### config.mk
export PLATFORM = sky130hd
export DESIGN_NAME = phy_status_summary_upper
export DESIGN_NICKNAME = d
export VERILOG_FILES = /design/src/phy_status_pkg.sv /design/src/status_link_if.sv /design/src/phy_status_summary_upper.sv /design/src/status_latches.sv
export SDC_FILE = /design/constraint.sdc
export NUM_CORES = 1
export LEC_CHECK = 0
export BUFFER_PORTS_ARGS = -buffer_cell sky130_fd_sc_hd__buf_2
export CAP_MARGIN = 15
export CORE_ASPECT_RATIO = 0.6
export CORE_UTILIZATION = 45
export DETAILED_ROUTE_END_ITERATION = 12
export PLACE_DENSITY = 0.73
export SLEW_MARGIN = 5
export SYNTH_ARGS = -nofsm -noshare
export SYNTH_HDL_FRONTEND = slang
export SYNTH_SLANG_ARGS = --single-unit
### constraint.sdc
create_clock -name pclk -period 2.5 [get_ports pclk]
set_clock_uncertainty 0.05 [all_clocks]
set_input_delay 0.5 -clock pclk [delete_from_list [all_inputs] [get_ports pclk]]
set_output_delay 0.5 -clock pclk [all_outputs]
set_load 0.01 [all_outputs]
### src/phy_status_pkg.sv
// constants and types shared by the phy status summary block
package phy_status_pkg;

    // register word width and bus address width
    localparam int unsigned REG_W = 16;
    localparam int unsigned ADDR_W = 7;

    // register indices; the byte address is four times the index
    localparam logic [4:0] IDX_BASIC_STAT = 5'h01;
    localparam logic [4:0] IDX_AN_EXP = 5'h06;
    localparam logic [4:0] IDX_SUMMARY = 5'h10;
    localparam logic [4:0] IDX_INT_STAT = 5'h12;
    localparam logic [4:0] IDX_FCAR_CNT = 5'h14;
    localparam logic [4:0] IDX_RXERR_CNT = 5'h15;
    localparam logic [4:0] IDX_TENBASE = 5'h1b;
    localparam logic [4:0] IDX_CTRL = 5'h1c;

    // summary word bit positions
    localparam int unsigned BIT_RSVD = 15;
    localparam int unsigned BIT_XOVER = 14;
    localparam int unsigned BIT_RXERR = 13;
    localparam int unsigned BIT_POL = 12;
    localparam int unsigned BIT_FCAR = 11;
    localparam int unsigned BIT_SIGDET = 10;
    localparam int unsigned BIT_LOCK = 9;
    localparam int unsigned BIT_PAGE = 8;
    localparam int unsigned BIT_INT = 7;
    localparam int unsigned BIT_RFAULT = 6;

    // bit positions in the companion registers
    localparam int unsigned BIT_TB_POL = 4;
    localparam int unsigned BIT_EXP_PAGE = 1;
    localparam int unsigned BIT_BASIC_RFAULT = 4;
    localparam int unsigned BIT_INT_PEND = 15;
    localparam int unsigned BIT_CTRL_AUTO = 15;
    localparam int unsigned BIT_CTRL_FORCE = 14;

    // reset values
    localparam logic RST_BIT = 1'b0;
    localparam logic [15:0] RST_WORD = 16'h0000;

    // bus slave states, one-hot
    typedef enum logic [1:0] {
        ST_IDLE = 2'b01,
        ST_RESP = 2'b10
    } bus_state_type;

endpackage

### src/status_link_if.sv
// clear strobes and latched status between bus slave and latch bank
`timescale 1ns/1ps
`default_nettype none

interface status_link_if;
    logic clr_summary;
    logic clr_rxerr_cnt;
    logic clr_fcar_cnt;
    logic clr_tenbase;
    logic clr_an_exp;
    logic clr_int_stat;
    logic clr_basic_stat;
    logic rxerr_latch;
    logic fcar_latch;
    logic polarity;
    logic sig_detect;
    logic lock;
    logic page_rx;
    logic int_pend;
    logic remote_fault;

    modport ctrl (
        output clr_summary, clr_rxerr_cnt, clr_fcar_cnt, clr_tenbase,
        output clr_an_exp, clr_int_stat, clr_basic_stat,
        input rxerr_latch, fcar_latch, polarity, sig_detect,
        input lock, page_rx, int_pend, remote_fault
    );

    modport latch (
        input clr_summary, clr_rxerr_cnt, clr_fcar_cnt, clr_tenbase,
        input clr_an_exp, clr_int_stat, clr_basic_stat,
        output rxerr_latch, fcar_latch, polarity, sig_detect,
        output lock, page_rx, int_pend, remote_fault
    );
endinterface

`default_nettype wire

### src/phy_status_summary_upper.sv
// apb slave for the phy status summary word and its companions
//
// The APB register port was decided locally.
`timescale 1ns/1ps
`default_nettype none

module phy_status_summary_upper
    import phy_status_pkg::*;
#(
    parameter int unsigned CNT_W = 8
) (
    input wire logic pclk,
    input wire logic presetn,
    input wire logic psel,
    input wire logic penable,
    input wire logic pwrite,
    input wire logic [ADDR_W-1:0] paddr,
    input wire logic [31:0] pwdata,
    output logic [31:0] prdata,
    output logic pready,
    output logic pslverr,
    input wire logic rx_error_event,
    input wire logic false_carrier_event,
    input wire logic polarity_inverted,
    input wire logic signal_detect,
    input wire logic descrambler_lock,
    input wire logic page_received_event,
    input wire logic interrupt_event,
    input wire logic remote_fault_event,
    input wire logic crossover_auto_state,
    output logic crossover_swapped
);

    // ****************************************************
    // state
    // ****************************************************

    typedef struct packed {
        bus_state_type st;
        logic pready;
        logic pslverr;
        logic [31:0] prdata;
        logic auto_en;
        logic force_x;
        logic swapped;
        logic [CNT_W-1:0] rxerr_cnt;
        logic [CNT_W-1:0] fcar_cnt;
    } top_state_type;

    top_state_type state_q;
    top_state_type state_d;

    // ****************************************************
    // helper functions
    // ****************************************************

    // counters stick at full scale rather than wrap to zero,
    // so software never mistakes a flood for silence
    function automatic logic [CNT_W-1:0] count_step(
        input logic [CNT_W-1:0] cnt,
        input logic ev,
        input logic clr
    );
        logic [CNT_W-1:0] base;
        base = clr ? '0 : cnt;
        if (ev && (base != {CNT_W{1'b1}})) begin
            return base + 1'b1;
        end
        return base;
    endfunction

    // widen a counter to a register word
    function automatic logic [REG_W-1:0] widen(
        input logic [CNT_W-1:0] cnt
    );
        logic [REG_W-1:0] w;
        w = '0;
        w[CNT_W-1:0] = cnt;
        return w;
    endfunction

    // true for every index that holds a register
    function automatic logic is_mapped(input logic [4:0] idx);
        logic hit;
        hit = 1'b0;
        unique case (idx)
            IDX_BASIC_STAT, IDX_AN_EXP, IDX_SUMMARY, IDX_INT_STAT,
            IDX_FCAR_CNT, IDX_RXERR_CNT, IDX_TENBASE, IDX_CTRL: begin
                hit = 1'b1;
            end
            default: begin
                hit = 1'b0;
            end
        endcase
        return hit;
    endfunction

    // true when the decoded access hits one register index
    // the mapped check guards every strobe: a refused access clears nothing
    function automatic logic hits(input logic [4:0] idx,
                                  input logic [4:0] want,
                                  input logic ok);
        return ok && (idx == want);
    endfunction

    // ****************************************************
    // latch bank
    // ****************************************************

    // the latches keep their own state so this module only decodes
    status_link_if lnk ();

    status_latches u_latches (
        .pclk(pclk),
        .presetn(presetn),
        .rx_error_event(rx_error_event),
        .false_carrier_event(false_carrier_event),
        .polarity_inverted(polarity_inverted),
        .signal_detect(signal_detect),
        .descrambler_lock(descrambler_lock),
        .page_received_event(page_received_event),
        .interrupt_event(interrupt_event),
        .remote_fault_event(remote_fault_event),
        .lnk(lnk)
    );

    // ****************************************************
    // address decode
    // ****************************************************

    // word indices only: byte lanes are not supported, so any access
    // whose two low address bits are not zero is refused with pslverr
    logic [4:0] idx;
    logic aligned;
    logic addr_ok;
    logic rd_take;
    logic wr_done;

    assign idx = paddr[ADDR_W-1:2];
    assign aligned = (paddr[1:0] == 2'b00);
    assign addr_ok = aligned && is_mapped(idx);

    // a read is served on the first access edge; clears fire there
    // too, so the bits cleared are exactly the bits returned
    assign rd_take = (state_q.st == ST_IDLE) && psel && penable
                     && !pwrite;

    // a write lands only on the completing edge
    // writes to read-only words fall through the decode and are dropped
    assign wr_done = (state_q.st == ST_RESP) && psel && penable
                     && pwrite && state_q.pready;

    // ****************************************************
    // clear-on-read strobes
    // ****************************************************

    // an event in the clearing cycle wins over the clear, so a bit
    // set while software reads is shown on the next read, never lost
    // summary read refreshes latched low bits
    assign lnk.clr_summary = rd_take && hits(idx, IDX_SUMMARY, addr_ok);
    // counter read clears receive error latch
    assign lnk.clr_rxerr_cnt = rd_take && hits(idx, IDX_RXERR_CNT, addr_ok);
    // counter read clears false carrier latch
    assign lnk.clr_fcar_cnt = rd_take && hits(idx, IDX_FCAR_CNT, addr_ok);
    // only its own register clears polarity
    assign lnk.clr_tenbase = rd_take && hits(idx, IDX_TENBASE, addr_ok);
    assign lnk.clr_an_exp = rd_take && hits(idx, IDX_AN_EXP, addr_ok);
    assign lnk.clr_int_stat = rd_take && hits(idx, IDX_INT_STAT, addr_ok);
    // basic status read clears remote fault
    assign lnk.clr_basic_stat = rd_take && hits(idx, IDX_BASIC_STAT, addr_ok);

    // ****************************************************
    // register words
    // ****************************************************

    logic [REG_W-1:0] summary_word;
    logic [REG_W-1:0] read_word;

    // assemble the summary word from live and latched state
    always_comb begin
        summary_word = RST_WORD;
        summary_word[BIT_RSVD] = 1'b0;
        summary_word[BIT_XOVER] = state_q.swapped;
        summary_word[BIT_RXERR] = lnk.rxerr_latch;
        summary_word[BIT_POL] = lnk.polarity;
        summary_word[BIT_FCAR] = lnk.fcar_latch;
        summary_word[BIT_SIGDET] = lnk.sig_detect;
        summary_word[BIT_LOCK] = lnk.lock;
        summary_word[BIT_PAGE] = lnk.page_rx;
        summary_word[BIT_INT] = lnk.int_pend;
        summary_word[BIT_RFAULT] = lnk.remote_fault;
    end

    // companion words show only the bits this block owns; the rest
    // read zero, which keeps the decode small
    // read multiplexer; unmapped indices read zero
    always_comb begin
        read_word = RST_WORD;
        unique case (idx)
            IDX_SUMMARY: begin
                read_word = summary_word;
            end
            IDX_RXERR_CNT: begin
                read_word = widen(state_q.rxerr_cnt);
            end
            IDX_FCAR_CNT: begin
                read_word = widen(state_q.fcar_cnt);
            end
            IDX_TENBASE: begin
                read_word[BIT_TB_POL] = lnk.polarity;
            end
            IDX_AN_EXP: begin
                read_word[BIT_EXP_PAGE] = lnk.page_rx;
            end
            IDX_INT_STAT: begin
                read_word[BIT_INT_PEND] = lnk.int_pend;
            end
            IDX_BASIC_STAT: begin
                read_word[BIT_BASIC_RFAULT] = lnk.remote_fault;
            end
            IDX_CTRL: begin
                read_word[BIT_CTRL_AUTO] = state_q.auto_en;
                read_word[BIT_CTRL_FORCE] = state_q.force_x;
            end
            default: begin
                read_word = RST_WORD;
            end
        endcase
        if (!addr_ok) begin
            read_word = RST_WORD;
        end
    end

    // ****************************************************
    // next state
    // ****************************************************

    always_comb begin
        state_d = state_q;

        // bus slave: answer one cycle into the access phase
        unique case (state_q.st)
            ST_IDLE: begin
                state_d.pready = 1'b0;
                if (psel && penable) begin
                    state_d.st = ST_RESP;
                    state_d.pready = 1'b1;
                    state_d.pslverr = !addr_ok;
                    state_d.prdata = pwrite ? 32'h0000_0000
                                            : {16'h0000, read_word};
                end
            end
            ST_RESP: begin
                state_d.st = ST_IDLE;
                state_d.pready = 1'b0;
                state_d.pslverr = 1'b0;
            end
            default: begin
                // an illegal code drops the slave back to idle
                state_d.st = ST_IDLE;
                state_d.pready = 1'b0;
                state_d.pslverr = 1'b0;
            end
        endcase

        // control register write; summary writes dropped
        if (wr_done && hits(idx, IDX_CTRL, addr_ok)) begin
            state_d.auto_en = pwdata[BIT_CTRL_AUTO];
            state_d.force_x = pwdata[BIT_CTRL_FORCE];
        end

        // the swap follows its controls one edge late, so a change of
        // force or enable never glitches the pair select
        // force wins, auto tracks the live algorithm
        if (state_q.force_x) begin
            state_d.swapped = 1'b1;
        end else if (state_q.auto_en) begin
            state_d.swapped = crossover_auto_state;
        end else begin
            state_d.swapped = 1'b0;
        end

        // error counter behind the receive error latch
        state_d.rxerr_cnt = count_step(state_q.rxerr_cnt,
                                       rx_error_event, lnk.clr_rxerr_cnt);
        // counter behind the false carrier latch
        state_d.fcar_cnt = count_step(state_q.fcar_cnt,
                                      false_carrier_event,
                                      lnk.clr_fcar_cnt);
    end

    // ****************************************************
    // registers
    // ****************************************************

    // everything but the bus state returns to zero; bus idles in its first state
    always_ff @(posedge pclk or negedge presetn) begin
        if (!presetn) begin
            state_q.st <= ST_IDLE;
            state_q.pready <= RST_BIT;
            state_q.pslverr <= RST_BIT;
            state_q.prdata <= 32'h0000_0000;
            state_q.auto_en <= RST_BIT;
            state_q.force_x <= RST_BIT;
            state_q.swapped <= RST_BIT;
            state_q.rxerr_cnt <= '0;
            state_q.fcar_cnt <= '0;
        end else begin
            state_q <= state_d;
        end
    end

    // ****************************************************
    // outputs, each straight from a flip-flop
    // ****************************************************

    // prdata is meaningful only in the cycle in which pready is high
    assign prdata = state_q.prdata;
    assign pready = state_q.pready;
    assign pslverr = state_q.pslverr;
    // drives the pair swap from the same bit software sees
    assign crossover_swapped = state_q.swapped;

endmodule

`default_nettype wire

### src/status_latches.sv
// latching status bits that feed the summary word
`timescale 1ns/1ps
`default_nettype none

module status_latches
    import phy_status_pkg::*;
(
    input wire logic pclk,
    input wire logic presetn,
    input wire logic rx_error_event,
    input wire logic false_carrier_event,
    input wire logic polarity_inverted,
    input wire logic signal_detect,
    input wire logic descrambler_lock,
    input wire logic page_received_event,
    input wire logic interrupt_event,
    input wire logic remote_fault_event,
    status_link_if.latch lnk
);

    typedef struct packed {
        logic rxerr;
        logic fcar;
        logic pol;
        logic sigdet;
        logic lock;
        logic page;
        logic int_pend;
        logic rfault;
    } latch_state_type;

    latch_state_type state_q;
    latch_state_type state_d;

    // latch high: a new event beats a clear in the same cycle
    function automatic logic hold_high(input logic q, input logic ev,
                                       input logic clr);
        return ev | (q & ~clr);
    endfunction

    // latch low: a drop sticks until the summary read refreshes it
    function automatic logic hold_low(input logic q, input logic live,
                                      input logic refresh);
        return refresh ? live : (q & live);
    endfunction

    // next state of every latch
    always_comb begin
        state_d = state_q;
        state_d.rxerr = hold_high(state_q.rxerr, rx_error_event,
                                  lnk.clr_rxerr_cnt);
        state_d.fcar = hold_high(state_q.fcar, false_carrier_event,
                                 lnk.clr_fcar_cnt);
        // polarity, cleared by its own register
        state_d.pol = hold_high(state_q.pol, polarity_inverted,
                                lnk.clr_tenbase);
        state_d.sigdet = hold_low(state_q.sigdet, signal_detect,
                                  lnk.clr_summary);
        state_d.lock = hold_low(state_q.lock, descrambler_lock,
                                lnk.clr_summary);
        state_d.page = hold_high(state_q.page, page_received_event,
                                 lnk.clr_an_exp);
        state_d.int_pend = hold_high(state_q.int_pend, interrupt_event,
                                     lnk.clr_int_stat);
        state_d.rfault = hold_high(state_q.rfault, remote_fault_event,
                                   lnk.clr_basic_stat);
    end

    // every latch comes out of reset at zero
    always_ff @(posedge pclk or negedge presetn) begin
        if (!presetn) begin
            state_q <= {8{RST_BIT}};
        end else begin
            state_q <= state_d;
        end
    end

    assign lnk.rxerr_latch = state_q.rxerr;
    assign lnk.fcar_latch = state_q.fcar;
    assign lnk.polarity = state_q.pol;
    assign lnk.sig_detect = state_q.sigdet;
    assign lnk.lock = state_q.lock;
    assign lnk.page_rx = state_q.page;
    assign lnk.int_pend = state_q.int_pend;
    assign lnk.remote_fault = state_q.rfault;

endmodule

`default_nettype wire

# Word-level counts from Yosys, hierarchy flattened
# Memories as Yosys holds them, arrays and structs flattened.
# Cells that the tools add are included.
[word_totals]
register_bits = 63
rom_bits = 32
in_bits = 53
output_inout_bits = 35
elab_cells = 107
memories = 1
[op_classes]
add_sub_neg = 2
n_eq_ne = 13
mux = 23
bitwise = 20
n_reduce_logical = 31
[memory_table]
columns = ["memory", "words", "width", "read_ports", "rd_ports_with_merged_regs", "write_ports", "line", "rtl"]
rows = [
  ["(name not given)", 32, 1, 1, 0, 0, "phy_status_summary_upper.sv:86", "unique case (idx)"],
]
[ops]
columns = ["cell", "count"]
rows = [
  ["8-bit 2-to-1 mux", 6],
  ["36-bit 2-to-1 mux", 1],
  ["16-bit 2-to-1 mux", 2],
  ["5-bit equality test (second input constant)", 6],
  ["1-bit logical AND", 27],
  ["9-bit one-hot mux with 3 select lines", 1],
  ["8-bit by 1-bit adder with 8-bit output (second input constant)", 2],
  ["8-bit inequality test (second input constant)", 2],
  ["1-bit bitwise AND", 8],
  ["1-bit 2-to-1 mux", 6],
  ["1-bit inverter", 6],
  ["1-bit OR", 6],
  ["1-bit one-hot mux with 2 select lines", 3],
  ["5-bit by 1-bit equality test with 1-bit output (second input constant)", 1],
  ["5-bit by 3-bit equality test with 1-bit output (second input constant)", 1],
  ["4-bit 2-to-1 mux", 1],
  ["1-bit one-hot mux with 4 select lines", 1],
  ["2-bit one-hot mux with 2 select lines", 1],
  ["1-bit one-hot mux with 3 select lines", 1],
  ["2-bit by 1-bit equality test with 1-bit output (second input constant)", 1],
  ["2-bit equality test (second input constant)", 1],
  ["1-bit zero test", 2],
  ["2-bit zero test", 1],
  ["2-bit by 1-bit inequality test with 1-bit output (second input constant)", 1],
  ["2-bit AND reduction", 1],
]

# Logic depth before layout (Yosys ltp)
[logic_depth]
word_depth = 10
ltp_mapped = 6
ltp_nobuf = 5

# By module
# Synthesis repeated with hierarchy kept, for this count alone.
[unflattened]
hier_cells = 274
area_unflattened_um2 = 2656.3
[by_module_without_submodules]
columns = ["module", "instances", "cells_each", "area_per_inst_um2", "seq_area_each_um2"]
rows = [
  ["phy_status_summary_upper", 1, 252, 2373.5, 977.2],
  ["status_latches", 1, 22, 282.8, 200.2],
]

# Worst setup path after synthesis
# OpenSTA, ideal clock, no wires.
[synth_timing]
kind = "input-to-reg"
startpoint = "input paddr[6]"
endpoint = "register state_q[17] (netlist name)"
setup_ns = 0.125
arrival_time_ns = 1.645
t_required_ns = 2.325
slack_ns = 0.680
cell_stages = 5
n_path_buf = 1
cell_sequence = "buf_6 or3b_4 nor2_4 and3_1 mux2_2"
[synth_via]
elab_chain_len = 4
elab_cells_between_ends = 5
cone_classes = "eq/ne (1); reduce/logical (3); memory (1)"
[synth_lines]
columns = ["element", "line", "rtl"]
rows = [
  ["from (decl)", "phy_status_summary_upper.sv:17", "input wire logic [ADDR_W-1:0] paddr,"],
  ["memory read 32 x 1 bit", "-", ""],
  ["1-bit logical AND", "phy_status_summary_upper.sv:141", "assign addr_ok = aligned && is_mapped(idx);"],
  ["1-bit logical AND *", "phy_status_summary_upper.sv:103", "return ok && (idx == want);"],
  ["1-bit logical AND *", "phy_status_summary_upper.sv:267", "if (wr_done && hits(idx, IDX_CTRL, addr_ok)) begin"],
  ["to (signal assigned)", "phy_status_summary_upper.sv:309", "state_q <= state_d;"],
  ["to (decl)", "phy_status_summary_upper.sv:50", "top_state_type state_q;"],
]
# Every way passes the cells marked *; elsewhere a longest branch is shown, timed or not.
# A chain may end at the register's enable or synchronous reset.

==> results.json <==
{
  "period_needed_ps": 2005,
  "drtIter0Drc": 129,
  "power.density_nw_per_um2": 707.2,
  "diodes": 0,
  "gp_congestion": 0.8472,
  "worstSetupPathType": "reg -> reg",
  "rows": 20,
  "antenna_found_initial": 0,
  "clk_pin_slew_ps": 80,
  "placed_cells": 332,
  "outcome": "finished, violations left",
  "fin_nets": 326,
  "die_area_um2": 5870,
  "reg2reg_from": "state_q[53]$_DFFE_PN1P_",
  "insertion_delay_ps": 300,
  "first_pass_iters": 10,
  "wl_met1_mm": 2.676,
  "top_layer_used": "met4",
  "root_buffer": "clkbuf_8",
  "grt_setup_unrepaired": "false",
  "dr_total_vias": 1850,
  "leakagePower_nw": 1.324,
  "hold_viol": 0,
  "maxCapViolCount": 0,
  "worst-r2r-cell-count": 4,
  "synth_seq_cells": 47,
  "yosysWarnings": 0,
  "grt_max_degree": 38,
  "met2_wirelength_mm": 2.017,
  "wl_met3_um": 290,
  "die_x_um": 98.25,
  "n_fill_cell": 490,
  "portBuffers": 41,
  "ctsLongestPathBuffers": 2,
  "synth_cells": 246,
  "die_h_um": 59.75,
  "fin_crit_sh": 0.8018,
  "layout.cells.non_filler": 340,
  "crit_fanout": 9,
  "failed_checks": "DRC",
  "r2r_setup_slack_ps": 500,
  "finalSetupTns_ps": 0,
  "post_cts_buffers": 0,
  "place_hpwl_mm": 3.663,
  "slew_viol_final": 0,
  "startpoint_type": "flip-flop",
  "grt_pass1_vias": 1625,
  "ios": 88,
  "vdd_drop_max_uv": 330.9,
  "max_freq_mhz": 498.9,
  "cts_tree": "built",
  "end_kind": "flip-flop",
  "relSlewSlack": 0.4590,
  "cts_resized": 0,
  "numCtsBuffers": 5,
  "post-route-util": 0.5144,
  "worstMarginPinSlew_ps": 811.6,
  "synth_edf_count": 0,
  "crit_required_ps": 2620,
  "final_antenna_net_count": 0,
  "core_area_um2": 5205,
  "routedWlPerCell_um": 14.76,
  "start_util": 0.4805,
  "htree_levels": 2,
  "grt_pass1_wl_mm": 8.314,
  "arrival_ps": 2130,
  "drive_above_1_share": 0.2518,
  "ys_types": 52,
  "grt_overflow": 0,
  "synth_ff_type": "dfrtp_1",
  "syn_area_um2": 2501,
  "area_growth_pct": 7.054,
  "cts.sinks": 47,
  "totalWireLength_mm": 5.020,
  "seq_area_frac_synth": 0.4707,
  "cts_hold_repair.buffers": 0,
  "route.detailed.drc": 2,
  "setup_violations": 0,
  "hold_class": "in -> async",
  "syn-mean-instance-area_um2": 10.17,
  "drt-vias-per-instance": 5.441,
  "rr_endpoint": "state_q[2]$_DFF_PN0_",
  "track_usage": 0.1866,
  "synthArstFlopShare": 1.000
}
-- worst max path at each step --
stage                                        from                       to  cells past startpoint  slack [ps]
final                     state_q[53]$_DFFE_PN1P_     state_q[2]$_DFF_PN0_                      4         500
after global routing      state_q[53]$_DFFE_PN1P_     state_q[3]$_DFF_PN0_                      4         390
after CTS                 state_q[53]$_DFFE_PN1P_     state_q[5]$_DFF_PN0_                      4         500
after detailed placement                  penable     state_q[5]$_DFF_PN0_                      5         410
after global placement                    penable     state_q[3]$_DFF_PN0_                      5         440
after floorplan                          paddr[6]  state_q[17]$_DFFE_PN0P_                      5         680
-- cell families (layout without fill, tap and decap cells) --
logic type / Yosys count / count (layout) / synth area share
AO/OA/AOI/OAI: 59 / 59 / 0.1696
XOR/XNOR: 2 / 2 / 0.007005
buffers and inverters: 51 / 64 / 0.1411
flip-flops: 47 / 47 / 0.4707
multiplexers: 6 / 6 / 0.02501
other: 1 / 16 / 0.001499
AND/OR/NAND/NOR: 80 / 80 / 0.1851
-- synthesized netlist by cell type (3+ instances only) --
master / number / share of area
nand3_1: 3 / 0.0060
buf_2: 3 / 0.0060
and3_1: 7 / 0.018
nor2_1: 17 / 0.026
a21oi_1: 13 / 0.026
buf_4: 34 / 0.10
mux2i_1: 4 / 0.016
a21o_1: 7 / 0.021
buf_6: 4 / 0.018
inv_1: 9 / 0.014
a31oi_1: 3 / 0.0075
a222oi_1: 3 / 0.012
nand4_1: 6 / 0.015
a211oi_1: 5 / 0.015
nand2_1: 19 / 0.029
o21ai_0: 6 / 0.012
a22o_2: 5 / 0.020
dfrtp_1: 46 / 0.46
nor3_1: 9 / 0.018
-- final cells by class --
class / count / area, um^2 / share of cell area
Tap cell: 66 / 82.58 / 0.03084
Sequential cell: 47 / 1177 / 0.4397
Clock buffer: 7 / 76.32 / 0.02850
Timing Repair Buffer: 47 / 250.2 / 0.09346
Clock inverter: 1 / 30.03 / 0.01121
Multi-Input combinational cell: 163 / 1027 / 0.3836
Inverter: 9 / 33.78 / 0.01262
-- where the power goes --
group	internal (W)	switching (W)	leakage (nW)
combinational	0.000142	0.000184	0.684
sequential	0.000867	0.000154	0.587
clock	0.000299	0.000247	0.0524
total	0.00131	0.000585	1.32
-- metrics by stage --
| stage | setup slack [ps] | power [W] | instance area, um^2 | hold slack [ps] |
|---|---|---|---|---|
| CTS | 497.8 | 0.001902 | 2678 | 263.6 |
| global placement | 441.1 | 0.001343 | 2571 | 413.4 |
| detailed placement | 413.9 | 0.001352 | 2571 | 426.5 |
| finish | 495.5 | 0.001894 | 2678 | 232.5 |
| floorplan | 680.5 | 0.001249 | 2557 | 154.4 |
| global route | 394.3 | 0.002012 | 2678 | 289.9 |
-- cells in the final DEF (no fill, tap or decap), drive strengths merged, types with 3 or more instances in the layout --
| master | instances |
|---|---|
| buf | 47 |
| dfrtp | 46 |
| nand2 | 19 |
| nor2 | 18 |
| conb | 16 |
| a21oi | 13 |
| nor3 | 10 |
| inv | 9 |
| and3 | 7 |
| a21o | 7 |
| a22o | 7 |
| clkbuf | 7 |
| nand4 | 6 |
| o21ai | 6 |
| a211oi | 5 |
| mux2i | 4 |
| nand3 | 3 |
| a31oi | 3 |
| a222oi | 3 |
-- per-layer routing --
layer | vias to the layer above | GRT usage
met3 | 4 | 0.04561
met5 | - | 0
li1 | 895 | -
met2 | 63 | 0.2555
met4 | 0 | 0.04478
met1 | 888 | 0.2917
-- worst max-delay path, cell delays in order (launching register included) --
cell and delay (ps):
dfstp_2 540, nand4b_1 390, nor4_4 590, buf_4 250, a311oi_1 60
-- registers in the layout, indices dropped and copies added (netlist names) --
signal                      cells
u_latches.lnk.int_pend          1
u_latches.lnk.rxerr_latch       1
prdata                         16
u_latches.lnk.polarity          1
u_latches.lnk.remote_fault      1
crossover_swapped               1
u_latches.lnk.fcar_latch        1
state_q                        20
u_latches.lnk.lock              1
u_latches.lnk.sig_detect        1
pready                          1
u_latches.lnk.page_rx           1
pslverr                         1
(Power assumes the default switching activity.)
